`src/nltru_regs.svh`:
```
// Constants for the nibble logic, test and rotate unit
`ifndef NLTRU_REGS_SVH
`define NLTRU_REGS_SVH
`define NLTRU_NIB_W      4
`define NLTRU_BANK_W     4
`define NLTRU_ROW_W      3
`define NLTRU_COL_W      4
`define NLTRU_MSB        3
`define NLTRU_LSB        0
`define NLTRU_NIB_RST    4'h0
`define NLTRU_BANK_RST   4'h0
`define NLTRU_ROW_RST    3'h0
`define NLTRU_COL_RST    4'h0
`define NLTRU_OP_W       4
`endif

```
`src/nltru_pkg.sv`:
```
// Types for the nibble logic, test and rotate unit
package nltru_pkg;
	typedef enum logic [3:0] {
		NLTRU_OP_NONE,
		NLTRU_OP_OR,
		NLTRU_OP_AND,
		NLTRU_OP_XOR,
		NLTRU_OP_BITS_SET,
		NLTRU_OP_BITS_CLEAR,
		NLTRU_OP_EQUAL,
		NLTRU_OP_NOT_EQUAL,
		NLTRU_OP_GREATER_EQUAL,
		NLTRU_OP_LESS,
		NLTRU_OP_ROT_RIGHT,
		NLTRU_OP_ADD_CARRY
	} nltru_op_t;
	typedef enum logic {
		NLTRU_FORM_REG_MEM,
		NLTRU_FORM_MEM_IMM
	} nltru_form_t;
endpackage : nltru_pkg

```
`src/nltru_core.sv`:
```
// Nibble logic, bit test, compare-skip and rotate execution stage
// What this block does
// RULE1 - OR: each result bit is 1 when either operand bit is 1.
// RULE2 - AND: each result bit is 1 only when both operand bits are 1.
// RULE3 - XOR: each result bit is 1 only when the operand bits differ.
// RULE4 - Logic ops take register with memory, or memory with immediate.
// RULE5 - Logic ops ignore decimal and compare flags, keep carry and zero.
// RULE6 - Set-bit test skips when every masked memory bit is 1.
// RULE7 - Clear-bit test skips when every masked memory bit is 0.
// RULE8 - Bit tests read data memory only, never a general register.
// RULE9 - Either bit test clears the compare flag.
// RULE10 - Bit tests ignore decimal flag, keep carry and zero flags.
// RULE11 - With index enable set, bit-test memory address is index modified.
// RULE12 - Index modification ORs bank and address with the index register.
// RULE13 - Equal compare skips when memory nibble equals the immediate.
// RULE14 - Unequal compare skips when memory nibble differs from immediate.
// RULE15 - Greater-or-equal skips when memory is unsigned at least immediate.
// RULE16 - Less compare skips when memory is unsigned below immediate.
// RULE17 - Compares use memory against immediate only.
// RULE18 - Compares ignore decimal and compare flags, keep carry and zero.
// RULE19 - Right rotate operates on a general register only.
// RULE20 - Right rotate: old carry into bit 3, old bit 0 into carry.
// RULE21 - Right rotate changes only carry and the target register.
// RULE22 - Left rotate is add-with-carry of a value to itself.
// RULE23 - After a skip, the next instruction changes nothing.
`timescale 1ns/1ps
`default_nettype none
`include "nltru_regs.svh"

module nltru_core (
	input  wire logic                        clk,
	input  wire logic                        nrst,
	input  wire logic                        en,
	input  wire logic                        issue,
	input  wire nltru_pkg::nltru_op_t        op,
	input  wire nltru_pkg::nltru_form_t      form,
	input  wire logic [`NLTRU_NIB_W-1:0]     reg_data,
	input  wire logic [`NLTRU_NIB_W-1:0]     mem_data,
	input  wire logic [`NLTRU_NIB_W-1:0]     imm_data,
	input  wire logic [`NLTRU_BANK_W-1:0]    bank_in,
	input  wire logic [`NLTRU_ROW_W-1:0]     row_in,
	input  wire logic [`NLTRU_COL_W-1:0]     col_in,
	input  wire logic [`NLTRU_BANK_W-1:0]    ix_bank,
	input  wire logic [`NLTRU_ROW_W-1:0]     ix_row,
	input  wire logic [`NLTRU_COL_W-1:0]     ix_col,
	input  wire logic                        index_enable_flag,
	input  wire logic                        carry_flag,
	input  wire logic                        zero_flag,
	input  wire logic                        compare_only_flag,
	input  wire logic                        decimal_flag,
	output var logic [`NLTRU_BANK_W-1:0]     eff_bank_q,
	output var logic [`NLTRU_ROW_W-1:0]      eff_row_q,
	output var logic [`NLTRU_COL_W-1:0]      eff_col_q,
	output var logic [`NLTRU_NIB_W-1:0]      result_q,
	output var logic                         reg_we_q,
	output var logic                         mem_we_q,
	output var logic                         carry_q,
	output var logic                         zero_q,
	output var logic                         compare_q,
	output var logic                         flags_we_q,
	output var logic                         skip_q,
	output var logic                         suppressed_q
);
	import nltru_pkg::*;

	// Effective address: OR with index when index enable is set
	function automatic logic [`NLTRU_COL_W-1:0] ix_mod4(
		input logic [`NLTRU_COL_W-1:0] a,
		input logic [`NLTRU_COL_W-1:0] x,
		input logic                    ena
	);
		ix_mod4 = ena ? (a | x) : a; // see RULE12
	endfunction : ix_mod4

	function automatic logic is_skip_op(input nltru_op_t o);
		case (o)
			NLTRU_OP_BITS_SET, NLTRU_OP_BITS_CLEAR, NLTRU_OP_EQUAL,
			NLTRU_OP_NOT_EQUAL, NLTRU_OP_GREATER_EQUAL, NLTRU_OP_LESS: is_skip_op = 1'b1;
			default: is_skip_op = 1'b0;
		endcase
	endfunction : is_skip_op

	logic                     skip_pend_q;
	logic                     live;
	logic [`NLTRU_NIB_W-1:0]  res_d;
	logic                     rwe_d;
	logic                     mwe_d;
	logic                     carry_d;
	logic                     z_d;
	logic                     compare_d;
	logic                     fwe_d;
	logic                     skip_d;
	logic [`NLTRU_NIB_W-1:0]  opa;
	logic [`NLTRU_NIB_W-1:0]  opb;
	logic [`NLTRU_NIB_W:0]    sum;
	logic [`NLTRU_BANK_W-1:0] bank_d;
	logic [`NLTRU_ROW_W-1:0]  row_d;
	logic [`NLTRU_COL_W-1:0]  col_d;

	// A shadowed instruction is consumed without any effect
	assign live = issue && !skip_pend_q; // see RULE23

	// Bank and column are nibble wide; row is narrower
	assign bank_d = ix_mod4(bank_in, ix_bank, index_enable_flag); // see RULE11
	assign col_d  = ix_mod4(col_in, ix_col, index_enable_flag);   // see RULE11
	assign row_d  = index_enable_flag ? (row_in | ix_row) : row_in; // see RULE12

	// Register form pairs register with memory, else memory with immediate
	assign opa = (form == NLTRU_FORM_REG_MEM) ? reg_data : mem_data; // see RULE4
	assign opb = (form == NLTRU_FORM_REG_MEM) ? mem_data : imm_data; // see RULE4
	assign sum = {1'b0, opa} + {1'b0, opb} + {{`NLTRU_NIB_W{1'b0}}, carry_flag};

	always_comb begin
		res_d  = `NLTRU_NIB_RST;
		rwe_d  = 1'b0;
		mwe_d  = 1'b0;
		carry_d   = carry_flag;        // see RULE5, RULE18
		z_d       = zero_flag;         // see RULE5, RULE18
		compare_d = compare_only_flag;
		fwe_d     = 1'b0;              // see RULE5, RULE18
		skip_d = 1'b0;
		if (live) begin
			case (op)
				NLTRU_OP_OR: begin
					res_d = opa | opb; // see RULE1
					rwe_d = (form == NLTRU_FORM_REG_MEM);
					mwe_d = (form == NLTRU_FORM_MEM_IMM);
				end
				NLTRU_OP_AND: begin
					res_d = opa & opb; // see RULE2
					rwe_d = (form == NLTRU_FORM_REG_MEM);
					mwe_d = (form == NLTRU_FORM_MEM_IMM);
				end
				NLTRU_OP_XOR: begin
					res_d = opa ^ opb; // see RULE3
					rwe_d = (form == NLTRU_FORM_REG_MEM);
					mwe_d = (form == NLTRU_FORM_MEM_IMM);
				end
				NLTRU_OP_BITS_SET: begin
					// Memory only; register input never looked at
					skip_d    = ((mem_data & imm_data) == imm_data); // see RULE6, RULE8
					compare_d = 1'b0; // see RULE9
					fwe_d     = 1'b1; // see RULE10
				end
				NLTRU_OP_BITS_CLEAR: begin
					skip_d    = ((mem_data & imm_data) == `NLTRU_NIB_RST); // see RULE7, RULE8
					compare_d = 1'b0; // see RULE9
					fwe_d     = 1'b1;
				end
				NLTRU_OP_EQUAL:         skip_d = (mem_data == imm_data); // see RULE13, RULE17
				NLTRU_OP_NOT_EQUAL:     skip_d = (mem_data != imm_data); // see RULE14, RULE17
				NLTRU_OP_GREATER_EQUAL: skip_d = (mem_data >= imm_data); // see RULE15, RULE17
				NLTRU_OP_LESS:          skip_d = (mem_data < imm_data);  // see RULE16, RULE17
				NLTRU_OP_ROT_RIGHT: begin
					res_d   = {carry_flag, reg_data[`NLTRU_MSB:1]}; // see RULE19, RULE20
					carry_d = reg_data[`NLTRU_LSB];                 // see RULE20
					rwe_d = 1'b1;
					fwe_d = 1'b1; // see RULE21
				end
				NLTRU_OP_ADD_CARRY: begin
					// Feeding the same value on both sides rotates left
					res_d   = sum[`NLTRU_NIB_W-1:0]; // see RULE22
					carry_d = sum[`NLTRU_NIB_W];     // see RULE22
					z_d   = compare_only_flag ? (zero_flag && res_d == `NLTRU_NIB_RST)
						: (res_d == `NLTRU_NIB_RST);
					rwe_d = !compare_only_flag && (form == NLTRU_FORM_REG_MEM);
					mwe_d = !compare_only_flag && (form == NLTRU_FORM_MEM_IMM);
					fwe_d = 1'b1;
				end
				default: ;
			endcase
		end
	end

	// Skip shadow: one instruction issue after a taken skip
	always_ff @(posedge clk or negedge nrst) begin
		if (!nrst) begin
			skip_pend_q <= 1'b0;
		end else if (en) begin
			if (issue) begin
				skip_pend_q <= skip_d; // see RULE23
			end
		end
	end

	always_ff @(posedge clk or negedge nrst) begin
		if (!nrst) begin
			result_q     <= `NLTRU_NIB_RST;
			reg_we_q     <= 1'b0;
			mem_we_q     <= 1'b0;
			carry_q      <= 1'b0;
			zero_q       <= 1'b0;
			compare_q    <= 1'b0;
			flags_we_q   <= 1'b0;
			skip_q       <= 1'b0;
			suppressed_q <= 1'b0;
		end else if (en) begin
			result_q     <= res_d;
			reg_we_q     <= rwe_d;
			mem_we_q     <= mwe_d;
			carry_q      <= carry_d;
			zero_q       <= z_d;
			compare_q    <= compare_d;
			flags_we_q   <= fwe_d;
			skip_q       <= skip_d;
			suppressed_q <= issue && skip_pend_q;
		end
	end

	always_ff @(posedge clk or negedge nrst) begin
		if (!nrst) begin
			eff_bank_q <= `NLTRU_BANK_RST;
			eff_row_q  <= `NLTRU_ROW_RST;
			eff_col_q  <= `NLTRU_COL_RST;
		end else if (en) begin
			eff_bank_q <= bank_d;
			eff_row_q  <= row_d;
			eff_col_q  <= col_d;
		end
	end
endmodule : nltru_core
`default_nettype wire

```
`config.mk`:
```
export PLATFORM = sky130hd
export DESIGN_NAME = nltru_core
export DESIGN_NICKNAME = d
export VERILOG_FILES = /design/src/nltru_pkg.sv /design/src/nltru_core.sv
export VERILOG_INCLUDE_DIRS = /design/src
export SDC_FILE = /design/constraint.sdc
export NUM_CORES = 1
export LEC_CHECK = 0
export ABC_AREA = 1
export BUFFER_PORTS_ARGS = -buffer_cell sky130_fd_sc_hd__buf_2
export CAP_MARGIN = 20
export CORE_MARGIN = 5
export CORE_UTILIZATION = 51
export CTS_BUF_LIST = sky130_fd_sc_hd__clkbuf_4
export DETAILED_ROUTE_END_ITERATION = 8
export PLACE_DENSITY = 0.83
export SYNTH_ARGS = -nofsm -noshare
export SYNTH_HDL_FRONTEND = slang
export SYNTH_SLANG_ARGS = --single-unit
```
`constraint.sdc`:
```
create_clock -name clk -period 1.4 [get_ports clk]
set_input_delay 0.07 -clock clk [delete_from_list [all_inputs] [get_ports clk]]
set_output_delay 0.07 -clock clk [all_outputs]
set_load 0.01 [all_outputs]
```
==> results.sh, run 1 <==
export IMPL_cts_sinks=24
export IMPL_design_area_um2=2610
export IMPL_dieArea_um2=4970
export IMPL_crit_path_end_kind="register"
export IMPL_synth_area_um2=1870
export IMPL_synth_edf_count=0
export IMPL_total_power_mw=1.93
export IMPL_cts_root_buffer="clkbuf_4"
export IMPL_cts_buffer_depth=2
export IMPL_drv_cap=0
export IMPL_hpwl_um=4150
export IMPL_worstHoldPathType="in -> reg"
export IMPL_holdPathStages=3
export IMPL_synth_net_count=334
export IMPL_yosysWarningCount=0
export IMPL_failed_checks="negative setup slack"
export IMPL_via_count=2126
export IMPL_area_growth_pct=40.0
export IMPL_grt_pass1_vias=2075
export IMPL_ir_drop_uv=881
export IMPL_drc=0
export IMPL_dr_pass1_iters=4
export IMPL_gp_congestion=0.852
export IMPL_wl_per_cell_um=13.3
export IMPL_final_nets=431
export IMPL_track_usage=0.225
export IMPL_crit_arrival_ns=1.83
export IMPL_final_min_clock_period_ns=1.59
export IMPL_crit_path_cell_trace="buf_12 -> buf_12 -> nand2_4 -> o21ai_4 -> fa_2 -> inv_2 -> fa_2 -> inv_2 -> nand4_1 -> nor2_2 -> nand2_1 -> a21oi_2"
export IMPL_grt_pass1_wl_um=9140
export IMPL_htreeDepth=1
export IMPL_power_leakage_nw=1.47
export IMPL_die_width_um=70.5
export IMPL_start_util=0.518
export IMPL_drive_above_1_share=0.374
export IMPL_avgSynthCellArea_um2=7.04
export IMPL_critPathSlowestCell="fa_2"
export IMPL_max_stage_delay_ns=0.43
export IMPL_rsz0062_at_grt="true"
export IMPL_worst_slew_pin_slew_ns=0.505
export IMPL_die_h_um=70.5
export IMPL_fill_cells=273
export IMPL_outcome="finished, violations left"
export IMPL_regToRegStartpoint="skip_pend_q$_DFFE_PN0P_"
export IMPL_clk_pin_slew_ns=0.13
export IMPL_cp_max_fo=6
export IMPL_max_slew_margin=0.663
export IMPL_power_density_nw_per_um2=738
export IMPL_r2r_cells=9
export IMPL_crit_required_ns=1.64
export IMPL_dpl_cell_area_um2=2460
export IMPL_clock_skew_ns=0.0113
export IMPL_worst_setup_path_type="in -> reg"
export IMPL_grt_max_degree=25
export IMPL_synth_area_leaders="dfrtp_1 32%, nand2_1 15%, ha_1 13%"
export IMPL_hold_violations=0
export IMPL_hold_start="bank_in[1]"
export IMPL_fmax_mhz=629
export IMPL_syn_inst=265
export IMPL_ys_flop_type="dfrtp_1"
export IMPL_crit_buf_inv=4
export IMPL_io_pin_count=71
export IMPL_rows=22
export IMPL_min_to="eff_bank_q[1]$_DFFE_PN0P_"
export IMPL_clk_latency_ns=0.31
export IMPL_ys_ff_latch=24
export IMPL_antenna_found_initial=0
export IMPL_finalCritPeriodShare=1.13
export IMPL_crit_family="adder cells"
export IMPL_synthArstFlopShare=1.00
export IMPL_drt_initial_drc_count=120
export IMPL_avgViaCountPerCell=5.20
export IMPL_yosys_area_top_type="dfrtp_1"
export IMPL_fp_coreArea_um2=3610
export IMPL_ant_nets=0
export IMPL_start_kind="input pin"
export IMPL_synth_top_area_share=0.322
export IMPL_routed_wirelength_um=5440
export IMPL_ys_types=24
export IMPL_antenna_cells=0
export IMPL_r2r_setup_slack_ns=0.11
export IMPL_final_setup_viol_count=3
export IMPL_cts_made_buffers=3
export IMPL_io_buffers=69
export IMPL_setup_slack_ns=-0.189
export IMPL_tritoncts="done"
export IMPL_slew_violations=0
export IMPL_ys_seq_area_frac=0.322
export IMPL_reg2reg_to="carry_q$_DFFE_PN0P_"
export IMPL_grt_overflow=0
-- layer usage --
layer  share of wire  vias up  wire length [µm]  track usage
met5               0        -                 0            0
met4           0.036        0               196       0.0851
met2            0.49       87              2680        0.373
met1            0.40      985              2190        0.285
li1                -     1034                 -            -
met3           0.070       20               379       0.0475
-- timing repair --
action,4_1_cts,5_1_grt
pin swaps,7,7
hold endpoints to repair,24,0
gates cloned,0,0
hold buffers,1,0
buffers inserted,5,1
setup endpoints to repair,5,5
gates resized for setup,5,13
-- cell usage in the layout, fill, tap and decap left out, types with 5 or more instances in the layout --
| master | netlist | final |
|---|---|---|
| a21oi_1 | 18 | 15 |
| buf_2 | 2 | 67 |
| buf_4 | 0 | 27 |
| dfrtp_1 | 24 | 24 |
| ha_1 | 19 | 18 |
| inv_1 | 32 | 28 |
| inv_2 | 5 | 8 |
| nand2_1 | 76 | 75 |
| nand3_1 | 14 | 13 |
| nor2_1 | 21 | 19 |
| nor2_2 | 3 | 5 |
| o21ai_0 | 23 | 17 |
| o21ai_1 | 6 | 9 |
-- synthesized netlist by cell type, types with 3 or more instances --
| cell | count |
|---|---|
| ha_1 | 19 |
| dfrtp_1 | 24 |
| a21oi_1 | 18 |
| nand2_1 | 76 |
| inv_2 | 5 |
| nand4_1 | 3 |
| inv_1 | 32 |
| o21ai_1 | 6 |
| o21ai_0 | 23 |
| nand3_1 | 14 |
| nor2_1 | 21 |
| nor2_2 | 3 |
-- final cells by class --
class                   count  area [µm²]  share of cell area
clock inverters             1        30.0              0.0115
multi-input cells         198        1160               0.444
flip-flops and latches     24         601               0.230
clock buffers               3        22.5             0.00862
repair buffers             98         599               0.229
inverters                  37         141              0.0541
well taps                  48        60.1              0.0230
-- power breakdown --
part	internal (mW)	switching [mW]
logic	0.300	0.374
registers	0.743	0.0247
clock network	0.289	0.198
total	1.33	0.597
-- worst max-delay path by stage --
stage / from / end / slack [ns] / cells after the start
after floorplan: form / zero_q$_DFFE_PN0P_ / -0.22 / 11
after global placement: form / zero_q$_DFFE_PN0P_ / -0.47 / 12
after detailed placement: form / zero_q$_DFFE_PN0P_ / -0.59 / 12
after CTS: form / zero_q$_DFFE_PN0P_ / -0.17 / 12
after global routing: form / zero_q$_DFFE_PN0P_ / -0.27 / 12
final: form / zero_q$_DFFE_PN0P_ / -0.19 / 12
-- cells by family after synthesis --
kind of cell | Yosys count | share of synthesized area
XOR/XNOR | 1 | 0.00469
AND/OR/NAND/NOR | 123 | 0.278
AO/OA/AOI/OAI | 53 | 0.151
flip-flops | 24 | 0.322
buffers and inverters | 43 | 0.0958
adder cells (fa/ha/maj) | 21 | 0.149
-- worst register-to-register path, stage by stage, from the launching register on --
cell	delay, ns
dfrtp_1	0.42
inv_1	0.08
nand2_1	0.05
inv_1	0.13
nand3_1	0.15
nor2_1	0.16
o21ai_1	0.08
nand3_1	0.07
nand2_1	0.05
inv_1	0.04
-- flip-flops by register name, summed over array words and instances (netlist names), 3 cells and up --
name / cells
eff_row_q: 3
result_q: 4
eff_col_q: 4
eff_bank_q: 4
-- metrics by stage --
| stage | setup slack, ns | TNS [ns] | std cells | hold slack [ns] | utilization |
|---|---|---|---|---|---|
| after global placement | -0.471 | -2.13 | 398 | 0.0718 | 0.681 |
| after CTS | -0.166 | -0.268 | 408 | 0.0132 | 0.713 |
| after global routing | -0.266 | -0.530 | 409 | 0.0284 | 0.725 |
| after detailed placement | -0.595 | -2.49 | 398 | 0.0644 | 0.681 |
| final | -0.189 | -0.321 | 409 | 0.0106 | 0.725 |
| after floorplan | -0.222 | -0.711 | 265 | -0.226 | - |
(Power assumes the default switching activity.)
==> run 2: changes to the inputs <==
--- a/config.mk
+++ b/config.mk
@@ -15,3 +15,3 @@
 export DETAILED_ROUTE_END_ITERATION = 8
-export PLACE_DENSITY = 0.83
+export PLACE_DENSITY_LB_ADDON = 0.25
 export SYNTH_ARGS = -nofsm -noshare
==> constraint.sdc (replaced) <==
create_clock -name clk -period 1.4 [get_ports clk]
set_input_delay 0.42 -clock clk [delete_from_list [all_inputs] [get_ports clk]]
set_output_delay 0.42 -clock clk [all_outputs]
set_load 0.01 [all_outputs]
==> run 2 against run 1 <==
Net effect:
- clock power grew 4%
- sequential share of layout area shrank 2.6 points
- final cell count grew 3.7%
- the flow still finishes with violations (negative setup slack)
- sequential cell count is the same
- combinational power grew 22%
- via count grew 3.2%
- worst hold slack gained 0.026 ns
- clock skew grew 0.010 ns
- wire length grew 15%
- largest cell class unchanged
- count of clock-buffer cells in the layout is the same
- sequential power is essentially flat
- non-clock buffer count grew 15
- critical path type unchanged
==> results.sh, run 2 (synthesis gave the netlist of run 1 again) <==
export IMPL_start_kind="input pin"
export IMPL_slew_violations=0
export IMPL_cts_root_buffer="clkbuf_4"
export IMPL_outcome="finished, violations left"
export IMPL_htreeDepth=1
export IMPL_regToRegStartpoint="skip_pend_q$_DFFE_PN0P_"
export IMPL_hold_worst_slack_ns=0.0365
export IMPL_cp_max_fo=4
export IMPL_rsz0062_at_grt="true"
export IMPL_place_ws_ns=-0.908
export IMPL_ant_nets=0
export IMPL_swShare=0.324
export IMPL_max_stage_delay_ns=0.43
export IMPL_power_leakage_nw=1.58
export IMPL_io_pin_count=71
export IMPL_crit_family="adder cells"
export IMPL_clockPowerShare=0.241
export IMPL_cts_buffer_depth=2
export IMPL_layout_common_cells="68 x nand2_1, 64 x buf_2, 41 x buf_4"
export IMPL_max_slew_margin=0.657
export IMPL_comb_power_share=0.393
export IMPL_die_h_um=70.5
export IMPL_hold_buffers=0
export IMPL_fp_coreArea_um2=3610
export IMPL_crit_buf_inv=4
export IMPL_grtUsageMet2=0.448
export IMPL_antenna_found_initial=0
export IMPL_cts_sinks=24
export IMPL_met1_usage=0.294
export IMPL_final_nets=446
export IMPL_internal_power_mw=1.42
export IMPL_r2r_cells=8
export IMPL_fin_cells=424
export IMPL_clk_pin_slew_ns=0.15
export IMPL_grt_pass1_vias=2183
export IMPL_worstHoldPathType="in -> async"
export IMPL_die_width_um=70.5
export IMPL_seqPwrFrac=0.366
export IMPL_io_buffers=69
export IMPL_final_setup_viol_count=5
export IMPL_cts_made_buffers=3
export IMPL_drt_initial_drc_count=140
export IMPL_hpwl_um=4200
export IMPL_drive_above_1_share=0.460
export IMPL_track_usage=0.242
export IMPL_r2r_setup_slack_ns=0.14
export IMPL_use_met3=0.0331
export IMPL_via_count=2193
export IMPL_finalCritPeriodShare=1.32
export IMPL_wl_per_cell_um=14.8
export IMPL_crit_required_ns=1.67
export IMPL_area_growth_pct=57.6
export IMPL_critPathSlowestCell="fa_2"
export IMPL_drc=0
export IMPL_final_min_clock_period_ns=1.85
export IMPL_clk_latency_ns=0.33
export IMPL_ir_drop_uv=361
export IMPL_tritoncts="done"
export IMPL_layout_commonest_cell="nand2_1"
export IMPL_dieArea_um2=4970
export IMPL_drv_cap=0
export IMPL_grt_overflow=0
export IMPL_clock_skew_ns=0.0217
export IMPL_failed_checks="negative setup slack"
export IMPL_crit_path_cell_trace="buf_12 -> buf_6 -> nand2_4 -> o21ai_4 -> fa_2 -> inv_2 -> fa_2 -> inv_2 -> nand4_1 -> nor2_1 -> nand2_1 -> a21oi_2"
export IMPL_dr_pass1_iters=4
export IMPL_routed_wirelength_um=6260
export IMPL_avgViaCountPerCell=5.17
export IMPL_fmax_mhz=541
export IMPL_grt_pass1_wl_um=9870
export IMPL_reg2reg_to="carry_q$_DFFE_PN0P_"
export IMPL_power_density_nw_per_um2=712
export IMPL_antenna_cells=0
export IMPL_busiest_layer="met2"
export IMPL_start_util=0.518
export IMPL_rows=22
export IMPL_crit_arrival_ns=2.12
export IMPL_setup_slack_ns=-0.448
export IMPL_worst_setup_path_type="in -> reg"
export IMPL_gp_congestion=0.941
export IMPL_placed_cells=411
export IMPL_worst_slew_pin_slew_ns=0.515
export IMPL_hold_violations=0
export IMPL_grt_max_degree=25
export IMPL_p_sw_uw=680
export IMPL_top_regs="eff_bank_q x4, eff_col_q x4, result_q x4"
export IMPL_crit_path_end_kind="register"
## run 2: cell types whose count changed in the layout (fill, tap and decap cells not counted), moves of 5 or more
cell,delta
buf_4,+14
inv_1,-5
nand2_1,-7
ha_4,+7
ha_1,-6
nand2_2,+6
inv_2,+5
## run 2: how the worst max path moves through the flow
stage | start | to | slack, ns | cells after the start
after floorplan | form | zero_q$_DFFE_PN0P_ | -0.57 | 11
after global placement | form | zero_q$_DFFE_PN0P_ | -0.80 | 12
after detailed placement | form | zero_q$_DFFE_PN0P_ | -0.91 | 12
after CTS | form | zero_q$_DFFE_PN0P_ | -0.37 | 12
after global routing | form | zero_q$_DFFE_PN0P_ | -0.51 | 12
final | form | zero_q$_DFFE_PN0P_ | -0.45 | 12
## run 2: through the flow
step                cell area [µm²]   util  power, mW  setup TNS, ns
finish                         2940  0.816       2.10          -1.94
floorplan                      1920      -       1.12          -2.49
global placement               2570  0.712       1.39          -4.63
detailed placement             2570  0.712       1.41          -5.01
CTS                            2850  0.790       2.00          -1.56
global route                   2940  0.816       2.21          -2.23
## run 2: area by class of cell
class / instances / area, µm²
well taps: 48 / 60.1
clock buffers: 3 / 22.5
clock inverters: 1 / 30.0
fillers: 247 / 663
repair buffers: 113 / 769
multi-input cells: 198 / 1320
flip-flops and latches: 24 / 601
inverters: 37 / 141
## run 2: timing repair
action | in CTS | in global routing
buffers inserted | 7 | 1
cloned | 1 | 0
endpoints found under the setup margin | 6 | 7
gates resized for setup | 40 | 21
pin swaps | 18 | 12
## run 2: power groups by stage
stage | sequential [mW] | combinational (mW) | clock [mW]
after floorplan | 0.806 | 0.311 | 0
after global placement | 0.778 | 0.615 | 0
after detailed placement | 0.780 | 0.635 | 0
after CTS | 0.766 | 0.730 | 0.504
after global routing | 0.774 | 0.897 | 0.536
final | 0.767 | 0.823 | 0.506
## run 2: worst reg2reg max path: cells and delay by family, from the launching register on
family          cells  cell delay (ns)
flops               1             0.41
simple gates        4             0.36
buf+inv             3             0.21
compound gates      1             0.18
## run 2: per-layer routing
| metal | vias up | share of wire |
|---|---|---|
| met5 | - | 0 |
| met4 | 0 | 0.029 |
| met3 | 21 | 0.065 |
| met2 | 94 | 0.51 |
| met1 | 1007 | 0.40 |
| li1 | 1071 | - |
